$ cat src/rtl/rt_backend_pkg.sv
// Shared constants for the command legality and backend memory port
package rt_backend_pkg;
    localparam int CLOCK_PERIOD_NS = 100;
    localparam int LEGAL_SETTLE_NS = 2000;
    localparam int ACCESS_LIMIT_NS = 10000;
    // Verdict window rounds down; two extra cycles cover the input synchroniser
    localparam int LEGAL_SETTLE_CYCLES = (LEGAL_SETTLE_NS / CLOCK_PERIOD_NS) + 2;
    localparam int ACCESS_LIMIT_CYCLES = ACCESS_LIMIT_NS / CLOCK_PERIOD_NS;
    localparam int TIMER_WIDTH = 8;

    localparam int CMD_WIDTH = 12;
    localparam int CMD_BROADCAST_BIT = 11;
    localparam int CMD_TRANSMIT_BIT = 10;
    localparam int CMD_SUBADDR_MSB = 9;
    localparam int CMD_SUBADDR_LSB = 5;
    localparam int CMD_COUNT_MSB = 4;
    localparam int CMD_COUNT_LSB = 0;
    localparam logic [11:0] CMD_RESET = 12'h000;

    localparam int ADDR_WIDTH = 11;
    localparam int DATA_WIDTH = 16;
    localparam int REQ_WIDTH = 1 + 2 + ADDR_WIDTH + DATA_WIDTH;
    localparam int FIFO_DEPTH = 16;
    localparam logic [10:0] ADDR_RESET = 11'h000;
    localparam logic [15:0] DATA_RESET = 16'h0000;

    localparam logic [1:0] ACCESS_DATA = 2'h0;
    localparam logic [1:0] ACCESS_STATUS = 2'h1;
    localparam logic [1:0] ACCESS_COMMAND = 2'h2;

    typedef enum logic [1:0] {
        LG_IDLE = 2'h0, LG_WAIT = 2'h1, LG_LEGAL = 2'h3, LG_ILLEGAL = 2'h2
    } legality_state_t;

    typedef enum logic [2:0] {
        BE_IDLE = 3'h0, BE_REQUEST = 3'h1, BE_SETUP = 3'h3, BE_STROBE = 3'h2,
        BE_HOLD = 3'h6
    } backend_state_t;
endpackage

$ cat src/rtl/rt_legality_and_backend_port.sv
// Command legality interface and backend memory port with request FIFO
`timescale 1ns/1ps
// How it works
// - Legality select low: internal check passes every mode code and sub-address.
// - Legality select high: verdict comes only from the external legal input.
// - Active command: broadcast bit 11, transmit bit 10, sub-address 9:5, count 4:0.
// - Active command stays stable for the whole message.
// - Address-map latch enable pulses when a new active command is loaded.
// - Vector latch enable pulses once the command is judged legal.
// - Backend port runs in synchronous or asynchronous strobe mode.
// - Synchronous write strobe: data and address written at the rising edge.
// - Asynchronous write: one clock setup, strobe stretched by wait, one clock hold.
// - Synchronous read strobe: data sampled at the following rising edge.
// - Wait low in asynchronous mode stretches the current strobe.
// - Asynchronous read: setup and hold one clock, data taken as strobe rises.
// - Access type code: 00 data, 01 status word, 10 command; 11 never.
// - Timeout flag rises when an access is not finished in time.

////////////////////////////////////////////////////////////////////////////////
module request_fifo #(
    parameter int WIDTH = 30,
    parameter int DEPTH = 16
) (
    input wire logic clock,
    input wire logic rst_n,
    input wire logic in_valid,
    output logic in_ready,
    input wire logic [WIDTH-1:0] in_data,
    output logic out_valid,
    input wire logic out_ready,
    output logic [WIDTH-1:0] out_data
);
    localparam int PW = $clog2(DEPTH);
    // Pointer wrap trick only works for power-of-two depths
    if (DEPTH < 2 || (1 << PW) != DEPTH || WIDTH < 1) begin : g_bad_size
        $error("request_fifo: depth must be a power of two of at least 2");
    end
    logic [WIDTH-1:0] store [DEPTH];
    logic [PW:0] wr_ptr, rd_ptr;
    logic push, pop;
    assign out_valid = wr_ptr != rd_ptr;
    assign in_ready = (wr_ptr[PW-1:0] != rd_ptr[PW-1:0]) || (wr_ptr[PW] == rd_ptr[PW]);
    assign push = in_valid && in_ready;
    assign pop = out_valid && out_ready;
    assign out_data = store[rd_ptr[PW-1:0]];
    always_ff @(posedge clock) begin
        if (push) begin
            store[wr_ptr[PW-1:0]] <= in_data;
        end
    end
    always_ff @(posedge clock or negedge rst_n) begin
        if (!rst_n) begin
            wr_ptr <= '0;
            rd_ptr <= '0;
        end else begin
            if (push) begin
                wr_ptr <= wr_ptr + 1'b1;
            end
            if (pop) begin
                rd_ptr <= rd_ptr + 1'b1;
            end
        end
    end
endmodule

////////////////////////////////////////////////////////////////////////////////
module rt_legality_and_backend_port
    import rt_backend_pkg::*;
(
    input wire logic clock,
    input wire logic rst_n,
    input wire logic use_external_legality,
    input wire logic command_legal_in,
    input wire logic asynchronous_mode,
    input wire logic command_strobe,
    input wire logic [11:0] command_in,
    input wire logic message_done,
    output logic [11:0] active_command_word,
    output logic address_map_latch_enable,
    output logic vector_latch_enable,
    output logic command_accepted,
    output logic command_rejected,
    input wire logic access_valid,
    output logic access_ready,
    input wire logic access_write,
    input wire logic [1:0] access_type,
    input wire logic [10:0] access_address,
    input wire logic [15:0] access_data,
    output logic [15:0] read_data,
    output logic read_valid,
    input wire logic clear_failure,
    output logic backend_request_n,
    input wire logic backend_grant_n,
    input wire logic backend_wait_n,
    output logic backend_write_strobe_n,
    output logic backend_read_strobe_n,
    output logic [10:0] backend_address,
    output logic [15:0] backend_data_out,
    input wire logic [15:0] backend_data_in,
    output logic [1:0] access_type_code,
    output logic backend_timeout_flag
);
    ////////////////////////////////////////////////////////////////////////////
    // Straps and the external verdict arrive from pins
    logic [2:0] pin_meta, pin_sync;
    always_ff @(posedge clock or negedge rst_n) begin
        if (!rst_n) begin
            pin_meta <= 3'h0;
            pin_sync <= 3'h0;
        end else begin
            pin_meta <= {asynchronous_mode, command_legal_in, use_external_legality};
            pin_sync <= pin_meta;
        end
    end
    logic external_sel, external_ok, async_sel;
    assign external_sel = pin_sync[0];
    assign external_ok = pin_sync[1];
    assign async_sel = pin_sync[2];

    ////////////////////////////////////////////////////////////////////////////
    legality_state_t lg_state;
    logic [4:0] settle;
    logic take_command, verdict;
    assign take_command = command_strobe && lg_state == LG_IDLE;
    assign verdict = external_sel ? external_ok : 1'b1;

    always_ff @(posedge clock or negedge rst_n) begin
        if (!rst_n) begin
            active_command_word <= CMD_RESET;
        end else if (take_command) begin
            active_command_word <= command_in;
        end
    end

    always_ff @(posedge clock or negedge rst_n) begin
        if (!rst_n) begin
            lg_state <= LG_IDLE;
            settle <= 5'h00;
        end else begin
            case (lg_state)
                LG_IDLE: begin
                    settle <= 5'h00;
                    if (command_strobe) begin
                        lg_state <= LG_WAIT;
                    end
                end
                LG_WAIT: begin
                    settle <= settle + 5'h01;
                    // Internal check needs no settling; external gets the full window
                    if (!external_sel || 32'(settle) >= LEGAL_SETTLE_CYCLES - 1) begin
                        lg_state <= verdict ? LG_LEGAL : LG_ILLEGAL;
                    end
                end
                LG_LEGAL, LG_ILLEGAL: begin
                    if (message_done) begin
                        lg_state <= LG_IDLE;
                    end
                end
                default: lg_state <= LG_IDLE;
            endcase
        end
    end

    logic judged;
    assign judged = lg_state == LG_WAIT && (!external_sel
        || 32'(settle) >= LEGAL_SETTLE_CYCLES - 1);
    always_ff @(posedge clock or negedge rst_n) begin
        if (!rst_n) begin
            address_map_latch_enable <= 1'b0;
            vector_latch_enable <= 1'b0;
            command_accepted <= 1'b0;
            command_rejected <= 1'b0;
        end else begin
            address_map_latch_enable <= take_command;
            vector_latch_enable <= judged && verdict;
            command_accepted <= judged && verdict;
            command_rejected <= judged && !verdict;
        end
    end

    ////////////////////////////////////////////////////////////////////////////
    // Requests of a rejected message are swallowed so the core never hangs
    logic fifo_in_ready, fifo_push, fifo_valid, fifo_pop;
    logic [REQ_WIDTH-1:0] fifo_out;
    assign fifo_push = access_valid && lg_state == LG_LEGAL;
    assign access_ready = (lg_state == LG_LEGAL && fifo_in_ready) || lg_state == LG_ILLEGAL;

    request_fifo #(.WIDTH(REQ_WIDTH), .DEPTH(FIFO_DEPTH)) requests (
        .clock(clock),
        .rst_n(rst_n),
        .in_valid(fifo_push),
        .in_ready(fifo_in_ready),
        .in_data({access_write, access_type, access_address, access_data}),
        .out_valid(fifo_valid),
        .out_ready(fifo_pop),
        .out_data(fifo_out)
    );

    ////////////////////////////////////////////////////////////////////////////
    backend_state_t be_state;
    logic is_write;
    logic [TIMER_WIDTH-1:0] timer;
    logic expired;
    logic granted;
    assign granted = !backend_grant_n;
    assign fifo_pop = be_state == BE_IDLE && fifo_valid;
    assign expired = 32'(timer) >= ACCESS_LIMIT_CYCLES - 1;
    assign backend_request_n = be_state == BE_IDLE;
    // Strobes gated by the live grant so a withdrawn grant ends drive at once
    assign backend_write_strobe_n = !(be_state == BE_STROBE && is_write && granted);
    assign backend_read_strobe_n = !(be_state == BE_STROBE && !is_write && granted);

    always_ff @(posedge clock or negedge rst_n) begin
        if (!rst_n) begin
            be_state <= BE_IDLE;
        end else if (be_state != BE_IDLE && expired) begin
            be_state <= BE_IDLE;
        end else begin
            case (be_state)
                BE_IDLE: begin
                    if (fifo_valid) begin
                        be_state <= BE_REQUEST;
                    end
                end
                BE_REQUEST: begin
                    if (granted) begin
                        be_state <= async_sel ? BE_SETUP : BE_STROBE;
                    end
                end
                BE_SETUP: be_state <= BE_STROBE;
                BE_STROBE: begin
                    if (granted && (!async_sel || backend_wait_n)) begin
                        be_state <= BE_HOLD;
                    end
                end
                BE_HOLD: be_state <= BE_IDLE;
                default: be_state <= BE_IDLE;
            endcase
        end
    end

    always_ff @(posedge clock or negedge rst_n) begin
        if (!rst_n) begin
            timer <= '0;
        end else if (be_state == BE_IDLE) begin
            timer <= '0;
        end else begin
            timer <= timer + 1'b1;
        end
    end

    // Address, data and type stay put from the request through the hold clock
    always_ff @(posedge clock or negedge rst_n) begin
        if (!rst_n) begin
            is_write <= 1'b0;
            access_type_code <= ACCESS_DATA;
            backend_address <= ADDR_RESET;
            backend_data_out <= DATA_RESET;
        end else if (fifo_pop) begin
            is_write <= fifo_out[REQ_WIDTH-1];
            // Unused code folds onto data so it never reaches the pins
            access_type_code <= fifo_out[REQ_WIDTH-2 -: 2] == 2'h3 ? ACCESS_DATA
                : fifo_out[REQ_WIDTH-2 -: 2];
            backend_address <= fifo_out[DATA_WIDTH +: ADDR_WIDTH];
            backend_data_out <= fifo_out[DATA_WIDTH-1:0];
        end
    end

    logic strobe_ends;
    assign strobe_ends = be_state == BE_STROBE && granted && backend_wait_n && !expired;
    always_ff @(posedge clock or negedge rst_n) begin
        if (!rst_n) begin
            read_data <= DATA_RESET;
            read_valid <= 1'b0;
        end else begin
            read_valid <= 1'b0;
            if (!is_write && async_sel && strobe_ends) begin
                read_data <= backend_data_in;
                read_valid <= 1'b1;
            end else if (!is_write && !async_sel && be_state == BE_HOLD) begin
                read_data <= backend_data_in;
                read_valid <= 1'b1;
            end
        end
    end

    // Set wins over a simultaneous clear
    always_ff @(posedge clock or negedge rst_n) begin
        if (!rst_n) begin
            backend_timeout_flag <= 1'b0;
        end else if (be_state != BE_IDLE && expired) begin
            backend_timeout_flag <= 1'b1;
        end else if (clear_failure) begin
            backend_timeout_flag <= 1'b0;
        end
    end

    ////////////////////////////////////////////////////////////////////////////
    a_command_stable: assert property (@(posedge clock) disable iff (!rst_n)
        lg_state != LG_IDLE && $past(lg_state) != LG_IDLE |-> $stable(active_command_word))
        else $error("active command changed during a message");
    a_map_latch: assert property (@(posedge clock) disable iff (!rst_n)
        take_command |=> address_map_latch_enable && active_command_word == $past(command_in))
        else $error("address map latch not pulsed with new command");
    a_internal_pass: assert property (@(posedge clock) disable iff (!rst_n)
        lg_state == LG_WAIT && !external_sel |=> lg_state == LG_LEGAL && vector_latch_enable)
        else $error("internal legality did not pass command");
    a_external_verdict: assert property (@(posedge clock) disable iff (!rst_n)
        judged && external_sel && !external_ok |=> lg_state == LG_ILLEGAL && !vector_latch_enable)
        else $error("external illegal verdict ignored");
    a_illegal_blocked: assert property (@(posedge clock) disable iff (!rst_n)
        lg_state == LG_ILLEGAL |-> !fifo_push)
        else $error("illegal command reached the backend queue");
    a_strobe_granted: assert property (@(posedge clock) disable iff (!rst_n)
        !backend_write_strobe_n || !backend_read_strobe_n |-> granted && !backend_request_n)
        else $error("strobe driven without grant");
    a_async_setup: assert property (@(posedge clock) disable iff (!rst_n)
        async_sel && $rose(be_state == BE_STROBE) |-> $past(be_state) == BE_SETUP
        && $stable(backend_address))
        else $error("asynchronous strobe without setup clock");
    a_wait_stretch: assert property (@(posedge clock) disable iff (!rst_n)
        async_sel && be_state == BE_STROBE && !backend_wait_n && !expired
        |=> be_state == BE_STROBE)
        else $error("wait did not stretch strobe");
    a_timeout_flag: assert property (@(posedge clock) disable iff (!rst_n)
        be_state != BE_IDLE && timer == TIMER_WIDTH'(ACCESS_LIMIT_CYCLES - 1)
        |=> backend_timeout_flag && be_state == BE_IDLE)
        else $error("timeout flag not raised after access limit");
    a_type_code: assert property (@(posedge clock) disable iff (!rst_n)
        !backend_request_n |-> access_type_code != 2'h3)
        else $error("reserved access type on the pins");
endmodule

$ cat config.mk
export PLATFORM = sky130hd
export DESIGN_NAME = rt_legality_and_backend_port
export DESIGN_NICKNAME = d
export VERILOG_FILES = /design/src/rtl/rt_backend_pkg.sv /design/src/rtl/rt_legality_and_backend_port.sv
export SDC_FILE = /design/constraint.sdc
export NUM_CORES = 1
export LEC_CHECK = 0
export BUFFER_PORTS_ARGS = -buffer_cell sky130_fd_sc_hd__buf_2
export CAP_MARGIN = 15
export CORE_ASPECT_RATIO = 1.4
export CORE_UTILIZATION = 40
export DETAILED_ROUTE_END_ITERATION = 10
export SYNTH_ARGS = -nofsm -noshare
export SYNTH_HDL_FRONTEND = slang
export SYNTH_SLANG_ARGS = --single-unit
export TNS_END_PERCENT = 5
$ cat constraint.sdc
create_clock -name clock -period 4.3 [get_ports clock]
set_input_delay 0.86 -clock clock [delete_from_list [all_inputs] [get_ports clock]]
set_output_delay 0.86 -clock clock [all_outputs]
set_load 0.01 [all_outputs]
==> results of run 1 <==
## cell type report
| cell class | instances | area (sq um) |
|---|---|---|
| fill | 4505 | 29000 |
| sequential | 577 | 16900 |
| multi-input combinational | 349 | 4980 |
| clock buffer | 66 | 1410 |
| tap | 721 | 902 |
| timing repair buffer | 147 | 793 |
| clock inverter | 31 | 403 |
| inverter | 9 | 33.8 |
| antenna | 1 | 2.50 |
## where the power goes
| part | leakage (nW) | switching (W) | internal [W] |
|---|---|---|---|
| Clock | 0.887 | 0.00207 | 0.00283 |
| Sequential | 5.50 | 0.000543 | 0.00660 |
| Combinational | 2.32 | 0.00208 | 0.00229 |
| Total | 8.71 | 0.00469 | 0.0117 |
## through the flow
stage	setup WS [ps]	area (sq um)	hold slack, ps
6_report	878	25400	356
2_1_floorplan	323	22000	331
3_5_place_dp	1150	23600	336
3_3_place_gp	1150	23600	342
5_1_grt	727	25400	365
4_1_cts	841	25400	361
## sequential cells by signal (all words and copies together) (netlist names)
signal / flops
command_accepted: 1
timer: 8
read_valid: 1
requests.rd_ptr: 5
be_state: 3
requests.store: 480
lg_state: 2
read_data: 16
backend_timeout_flag: 1
requests.wr_ptr: 5
settle: 5
access_type_code: 2
address_map_latch_enable: 1
is_write: 1
command_rejected: 1
pin_meta: 3
backend_data_out: 16
pin_sync: 3
active_command_word: 12
backend_address: 11
## worst max-delay path: stages, from the launching register on
cell and delay (ps):
dfrtp_2 1000, xnor2_1 190, and4_1 280, a31oi_1 290, buf_2 190
## worst min-delay path by stage
| stage | to | slack [ps] | from |
|---|---|---|---|
| final | pin_sync[0] | 360 | pin_meta[0] |
| after global routing | pin_sync[0] | 360 | pin_meta[0] |
| after CTS | pin_meta[1] | 360 | command_legal_in |
| after detailed placement | pin_sync[0] | 340 | pin_meta[0] |
| after global placement | pin_sync[0] | 340 | pin_meta[0] |
| after floorplan | pin_sync[0] | 330 | pin_meta[0] |
## cell usage after synthesis (2+ instances only)
| cell type | instances | area, sq um |
|---|---|---|
| dfrtp_1 | 97 | 2430 |
| mux4_2 | 146 | 3290 |
| a31oi_1 | 2 | 12.5 |
| ha_1 | 8 | 100 |
| buf_2 | 14 | 70.1 |
| o41ai_1 | 2 | 17.5 |
| nor2b_1 | 6 | 37.5 |
| clkbuf_1 | 30 | 113 |
| o22ai_1 | 2 | 12.5 |
| inv_1 | 9 | 33.8 |
| buf_1 | 3 | 11.3 |
| a2bb2oi_1 | 2 | 17.5 |
| a22o_1 | 3 | 26.3 |
| nand3_1 | 7 | 35.0 |
| nor2_1 | 17 | 63.8 |
| a21o_1 | 3 | 22.5 |
| nand2b_1 | 4 | 25.0 |
| nand2_1 | 16 | 60.1 |
| mux2_4 | 9 | 135 |
| xnor2_1 | 11 | 96.3 |
| edfxtp_1 | 480 | 14400 |
| mux2_2 | 49 | 552 |
| and3_1 | 18 | 113 |
| o21ai_0 | 5 | 25.0 |
| mux2i_1 | 4 | 40.0 |
| and4_1 | 2 | 17.5 |
| a21oi_1 | 5 | 25.0 |
| nor3b_1 | 2 | 15.0 |
| xor2_1 | 8 | 70.1 |
| nor3_1 | 7 | 35.0 |
## cell families after synthesis
group,count (synthesis),synth area share (%)
flops,577,76.4
mux,208,18.2
simple gates,85,2.03
buf+inv,59,1.21
compound gates,29,0.959
xor+xnor,19,0.755
fa+ha+maj,8,0.454
## layer usage
metal	share of wire (%)	vias up	wire (microns)	global-route usage, %
li1	-	4355	-	-
met1	45	5357	20200	23.7
met2	47	280	20900	25.0
met3	5.6	56	2500	2.66
met4	1.8	0	810	4.21
met5	0	-	0	0
==> summary.txt, run 1 <==
CTS
  – CTS clk-pin slew, worst paths: 60 ps
  – CTS tree: done
  – Post-CTS Setup Bufs: 0
  – H-Tree Depth: 2
  – Root buffer cell: clkbuf_16
  – Post-CTS Resized: 0
  – Worst-skew pair later-pin latency: 600 ps
  – CTS Buf Count: 52
  – Clk buf depth: 3
  – Post-CTS Hold Fix Bufs: 0
  – Clock Sinks: 577

Finish
  – Most common cell after layout, fill and taps aside: edfxtp_1
  – Final core utilization: 46.7%
  – Layout cell share with drive strength beyond 1: 39.0%
  – Fin cells: 1,901
  – P&R area growth vs syn: 15.1%
  – Most frequent cells in the layout: 480 x edfxtp_1, 146 x mux4_2, 134 x buf_2
  – Final net count: 1,213

Global route
  – Congestion Overflow GR: 0
  – GRT Total Usage: 16.1%
  – Initial antenna violation count: 0
  – First-pass GRT wire length: 67,600 microns
  – Vias in the first global route: 10,400
  – Largest net degree at the start of global routing: 84

Pwr
  – Peak VDD IR: 0.000441 V
  – Total power: 0.0164 W
  – Pwr/cell area: 647 nW/um^2
  – Lkg Pwr: 8.71 nW

Placement
  – Number of port buffers: 135
  – GPL Wtd Cong: 0.754
  – Inst Count DP: 1,803
  – DP Wirelength: 27,600 microns

Logic synthesis
  – EDFF count, synth: 480
  – Distinct cell type count after synthesis: 44
  – Sequential area share after synthesis: 76.4%
  – Top FF cell, synth: edfxtp_1
  – Mapped Cells: 985
  – Syn avg cell area: 22.4 sq um
  – Synthesized Nets: 1,062
  – FF+latch count, synth: 577
  – Synthesized area: 22,000 sq um
  – Share of async-settable or async-resettable flops after synthesis: 16.8%
  – Synth Warn #: 0

Critical path
  – Crit-path max FO: 35
  – WP data arrival: 2560 ps
  – Setup crit start kind: flip-flop
  – R2R Setup Slk: 1210 ps
  – R2R depth: 5
  – Crit path from: requests.rd_ptr[3]
  – CP Class: reg2out
  – Worst setup EP type: output port
  – Worst path required time: 3440 ps
  – R2r endpoint: requests.store[4][11]
  – End of the critical path: access_ready
  – RR Startpoint: requests.rd_ptr[3]

Hold path
  – HP Class: reg2reg
  – WHS Path Cells: 0

STA
  – Setup TNS: 0 ps
  – Max Freq: 292 MHz
  – Final hold viol count: 0
  – Worst relative slew slack: 35.4%
  – Worst-margin pin slew: 969 ps
  – Final period utilization: 79.6%
  – Worst Clk Skew: 29.2 ps
  – RSZ-0062 raised after global routing: false
  – Fin. max-slew vios: 0
  – Clock period minus worst slack: 3420 ps
  – Final setup viols: 0

Routing
  – DRT iter0 DRCs: 774
  – Drt total wl: 44,400 microns
  – DR vias: 10,000
  – DRT antenna net count: 0
  – Vias/cell: 5.29
  – WL/cell: 23.4 microns
  – Drt drc: 0
  – Drt pass-1 iters: 5

Floorplanning
  – Die Area: 56,100 sq um
  – # IOs: 136
  – Core Box Area: 54,300 sq um
  – Row count: 101
  – Starting Density: 40.6%
  – DIE HEIGHT: 280 microns
  – Chip Width: 200 microns

Status
  – Status: completed

Run
  – Max Cap Viol: 0
(Power assumes the default switching activity.)
==> run 2: changes to the inputs <==
clock period = 3.45 ns   (was 4.3 ns; I/O delays follow)
==> summary.txt, run 2 (synthesized netlist as in run 1, its figures left out) <==
Finish
  – Fin cells: 1,927
  – Area of the multi-input gates: 4990 sq um
  – Filler Cell Count: 4,500
  – Final net count: 1,237
  – Layout cell share with drive strength beyond 1: 39.3%
  – Most frequent cells in the layout: 480 x edfxtp_1, 146 x mux4_2, 134 x buf_2
  – P&R area growth vs syn: 16.4%
  – Most common cell after layout, fill and taps aside: edfxtp_1
  – Register area: 16,900 sq um
  – Design area: 25,700 sq um
  – Max reg flops: 480

Placement
  – DP Area: 23,900 sq um
  – GPL Wtd Cong: 0.759
  – Number of port buffers: 135
  – Inst Count DP: 1,826
  – Pre-CTS setup slack: 653 ps
  – DP Wirelength: 25,700 microns

Global route
  – Met3 Resource Use GR: 2.83%
  – Grt met2 use: 30.0%
  – Congestion Overflow GR: 0
  – Gr busiest metal: met2
  – GRT Total Usage: 16.9%
  – Met1 Use GR: 21.5%
  – First-pass GRT wire length: 69,900 microns
  – Vias in the first global route: 11,000
  – Initial antenna violation count: 2
  – Largest net degree at the start of global routing: 126

Routing
  – DRT iter0 DRCs: 908
  – Drt pass-1 iters: 4
  – DRT antenna net count: 0
  – Drt total wl: 46,500 microns
  – Drt drc: 0
  – DR vias: 10,200
  – Vias/cell: 5.29
  – WL/cell: 24.1 microns

CTS
  – Post-CTS Setup Bufs: 0
  – CTS Buf Count: 53
  – Post-CTS Hold Fix Bufs: 0
  – CTS tree: done
  – Clk buf depth: 3
  – Worst-skew pair later-pin latency: 610 ps
  – CTS clk-pin slew, worst paths: 60 ps
  – H-Tree Depth: 2
  – Clock Sinks: 577
  – Post-CTS Resized: 0
  – Root buffer cell: clkbuf_16

Floorplanning
  – # IOs: 136
  – DIE HEIGHT: 280 microns
  – Starting Density: 40.6%
  – Row count: 101
  – Chip Width: 200 microns
  – Core Box Area: 54,300 sq um
  – Die Area: 56,100 sq um

STA
  – Worst setup margin: 654 ps
  – Worst Clk Skew: 12.0 ps
  – Worst-margin pin slew: 904 ps
  – Max Freq: 358 MHz
  – Clock period minus worst slack: 2800 ps
  – Final hold viol count: 0
  – Worst relative slew slack: 39.5%
  – RSZ-0062 raised after global routing: false
  – Hold Slack: 70.2 ps
  – Final setup viols: 0
  – Fin. max-slew vios: 0
  – Final period utilization: 81.0%
  – Setup TNS: 0 ps

Pwr
  – Peak VDD IR: 0.000504 V
  – Pwr/cell area: 781 nW/um^2
  – Lkg Pwr: 8.83 nW

Critical path
  – WP data arrival: 3280 ps
  – CP peak stage delay: 680 ps
  – Setup crit start kind: flip-flop
  – Worst path cell trace: ha_1 -> or4_4 -> a31oi_4 -> a41oi_1 -> or3_1 -> mux2_4
  – Crit-path max FO: 17
  – CP Class: reg2reg
  – Worst path required time: 3930 ps
  – Worst setup EP type: flip-flop
  – Master of the slowest instance on the critical path: or3_1

Status
  – Status: completed

Hold path
  – HP Class: in2async

Run
  – Max Cap Viol: 0
[run 2: layout make-up]
type | count | share of cell area, %
Tap cell | 721 | 3.52
Timing Repair Buffer | 170 | 4.45
Multi-Input combinational cell | 349 | 19.4
Inverter | 9 | 0.132
Sequential cell | 577 | 65.7
Clock buffer | 77 | 5.72
Clock inverter | 23 | 1.05
Antenna cell | 1 | 0.00975
[run 2: through the flow]
stage                     power, W  utilization [%]
after CTS                   0.0203             47.2
after detailed placement    0.0145             44.0
after floorplan             0.0127                -
after global routing        0.0210             47.2
after global placement      0.0144             44.0
final                       0.0200             47.2
[run 2: worst max-delay path: cells and delay by family (launching register included)]
| family | cells | cell delay, ps |
|---|---|---|
| AOI/OAI and AO/OA | 2 | 370 |
| adders and majority gates | 1 | 240 |
| DFF | 1 | 400 |
| muxes | 1 | 430 |
| and+or+nand+nor | 2 | 1230 |
[run 2: where the power goes]
| part | internal (W) | switching, W | leakage (nW) | total (W) |
|---|---|---|---|---|
| Clock | 0.00334 | 0.00252 | 0.835 | 0.00586 |
| Combinational | 0.00291 | 0.00257 | 2.49 | 0.00549 |
| Sequential | 0.00823 | 0.000447 | 5.50 | 0.00868 |
| Total | 0.0145 | 0.00554 | 8.83 | 0.0200 |
[run 2: metal layers]
metal | vias to the layer above | wire, microns
met1 | 5464 | 19200
met4 | 2 | 918
li1 | 4401 | -
met3 | 70 | 2130
met2 | 249 | 24200
met5 | - | 17
[run 2: worst paths after layout]
check,from,endpoint,slack (ps),depth (start not counted)
max,timer[0],read_data[8],650,6
min,rst_n,read_data[11],70,1
max reg2reg,timer[0],read_data[8],650,6
min reg2reg,pin_meta[2],pin_sync[2],360,0
max in group asynchronous,rst_n,active_command_word[4],2570,2
min in group clock,command_legal_in,pin_meta[1],200,1
==> run 3: changes to the inputs <==
clock period = 2.5 ns   (was 3.45 ns; I/O delays follow)
==> summary.txt, run 3 (synthesized netlist as in run 1, its figures left out) <==
Pwr
  – Total power: 0.0286 W
  – P_int: 0.0209 W
  – Combinational Power Share: 28.8%
  – Pwr/cell area: 1090 nW/um^2
  – Reg power frac: 41.5%
  – Lkg Pwr: 9.18 nW
  – Peak VDD IR: 0.000676 V
  – P_sw: 0.00778 W
  – Clock share of power: 29.7%
  – Net Sw Frac: 27.2%

Floorplanning
  – Die Area: 56,100 sq um
  – # IOs: 136
  – Row count: 101
  – Starting Density: 40.6%
  – DIE HEIGHT: 280 microns
  – Core Box Area: 54,300 sq um
  – Chip Width: 200 microns

STA
  – Worst setup margin: 71.0 ps
  – Final period utilization: 97.2%
  – RSZ-0062 raised after global routing: false
  – Worst relative slew slack: 54.4%
  – Max Freq: 412 MHz
  – Fin. max-slew vios: 0
  – Worst-margin pin slew: 684 ps
  – Clock period minus worst slack: 2430 ps
  – Final setup viols: 0
  – Worst Clk Skew: 20.1 ps
  – Final hold viol count: 0

Critical path
  – Worst setup EP type: flip-flop
  – R2r endpoint: read_data[7]
  – Worst path required time: 2950 ps
  – RR Startpoint: timer[0]
  – R2R Setup Slk: 70 ps
  – R2R depth: 7
  – Setup crit start kind: flip-flop
  – CP Class: reg2reg
  – Crit-path max FO: 17
  – WP data arrival: 2880 ps

Routing
  – Drt drc: 0
  – Drt total wl: 47,000 microns
  – DR vias: 10,300
  – DRT antenna net count: 0
  – Drt pass-1 iters: 4
  – DRT iter0 DRCs: 781
  – WL/cell: 24.0 microns
  – Vias/cell: 5.28

Run
  – Max Cap Viol: 0

CTS
  – CTS Buf Count: 52
  – Worst-skew pair later-pin latency: 580 ps
  – CTS clk-pin slew, worst paths: 60 ps
  – CTS tree: done
  – H-Tree Depth: 2
  – Post-CTS Setup Bufs: 0
  – Clock Sinks: 577
  – Root buffer cell: clkbuf_16
  – Clk buf depth: 3

Finish
  – Layout cell share with drive strength beyond 1: 42.2%
  – Filler Cell Count: 4,451
  – Most common cell after layout, fill and taps aside: edfxtp_1
  – Register area: 16,900 sq um
  – P&R area growth vs syn: 19.5%
  – Final net count: 1,271
  – Final core utilization: 48.5%
  – Area of the multi-input gates: 5000 sq um
  – Max reg flops: 480
  – Most frequent cells in the layout: 480 x edfxtp_1, 146 x mux4_2, 134 x buf_2
  – Number of diodes: 0

Hold path
  – Origin of the worst min-delay path: command_legal_in
  – WHS Path Cells: 1
  – Hold Path End: pin_meta[1]
  – HP Class: in2reg

Global route
  – First-pass GRT wire length: 70,700 microns
  – Largest net degree at the start of global routing: 64
  – Initial antenna violation count: 2
  – Congestion Overflow GR: 0
  – GRT Total Usage: 17.1%
  – Vias in the first global route: 11,000

Placement
  – GPL Wtd Cong: 0.762
  – DP Wirelength: 27,700 microns
  – Pre-CTS setup slack: 49.5 ps
  – Number of port buffers: 135

Status
  – Status: completed
==> run 3: cell count changes in the layout (fill, tap and decap cells not counted), sizes merged <==
cell,before,now
buf,170,204
clkbuf,77,72
bufinv,5,9
clkinvlp,3,0
clkinv,14,15
diode,1,0
dlygate4sd3,0,1
inv,10,11
==> run 3: through the flow <==
step	hold slack, ps	area, sq um	std cells	TNS [ps]
5_1_grt	16.0	26400	1959	0
2_1_floorplan	204	22100	985	-454
3_3_place_gp	343	24500	1860	0
6_report	40.8	26400	1959	0
3_5_place_dp	336	24500	1860	0
4_1_cts	7.40	26400	1959	0
==> run 3: worst max-delay path by stage <==
stage	startpoint	to	slack [ps]	cells past startpoint
after floorplan	requests.rd_ptr[0]	requests.store[3][0]	-5	8
after global routing	requests.rd_ptr[0]	access_ready	0.7	4
final	timer[0]	read_data[7]	70	7
after CTS	timer[0]	read_data[7]	40	7
after global placement	timer[0]	read_data[11]	20	7
after detailed placement	timer[0]	read_data[7]	50	7
==> run 3: layout make-up <==
| class | count | area share, % |
|---|---|---|
| multi-input combinational | 349 | 19.0 |
| inverter | 9 | 0.128 |
| clock buffer | 72 | 5.61 |
| timing repair buffer | 205 | 6.57 |
| tap | 721 | 3.42 |
| clock inverter | 26 | 1.38 |
| sequential | 577 | 63.9 |
==> run 3: timing repair <==
item,CTS,global route
endpoints found under the hold margin,33,0
resized for setup,0,1
hold buffers,1,0
endpoints found under the setup margin,0,9
==> run 3: worst max-delay path: stages (launching register included) <==
cell and delay [ps]:
dfrtp_1 380, ha_1 230, or4_4 550, a31oi_4 190
a41oi_1 140, or3_4 350, buf_12 170, mux2_4 300
==> run 3: routing by layer <==
metal | vias to the layer above | routed length, microns | global-route usage (%)
met4 | 2 | 1090 | 4.89
met2 | 256 | 24500 | 30.2
li1 | 4486 | - | -
met1 | 5526 | 19500 | 21.9
met5 | - | 12 | 0
met3 | 71 | 1930 | 2.38
==> run 3: power by group through the flow <==
| stage | Clock, W | Sequential (W) | Combinational, W |
|---|---|---|---|
| floorplan | 0 | 0.0121 | 0.00545 |
| global placement | 0 | 0.0121 | 0.00834 |
| detailed placement | 0 | 0.0121 | 0.00842 |
| CTS | 0.00871 | 0.0119 | 0.00845 |
| global route | 0.00901 | 0.0120 | 0.00891 |
| finish | 0.00850 | 0.0119 | 0.00825 |
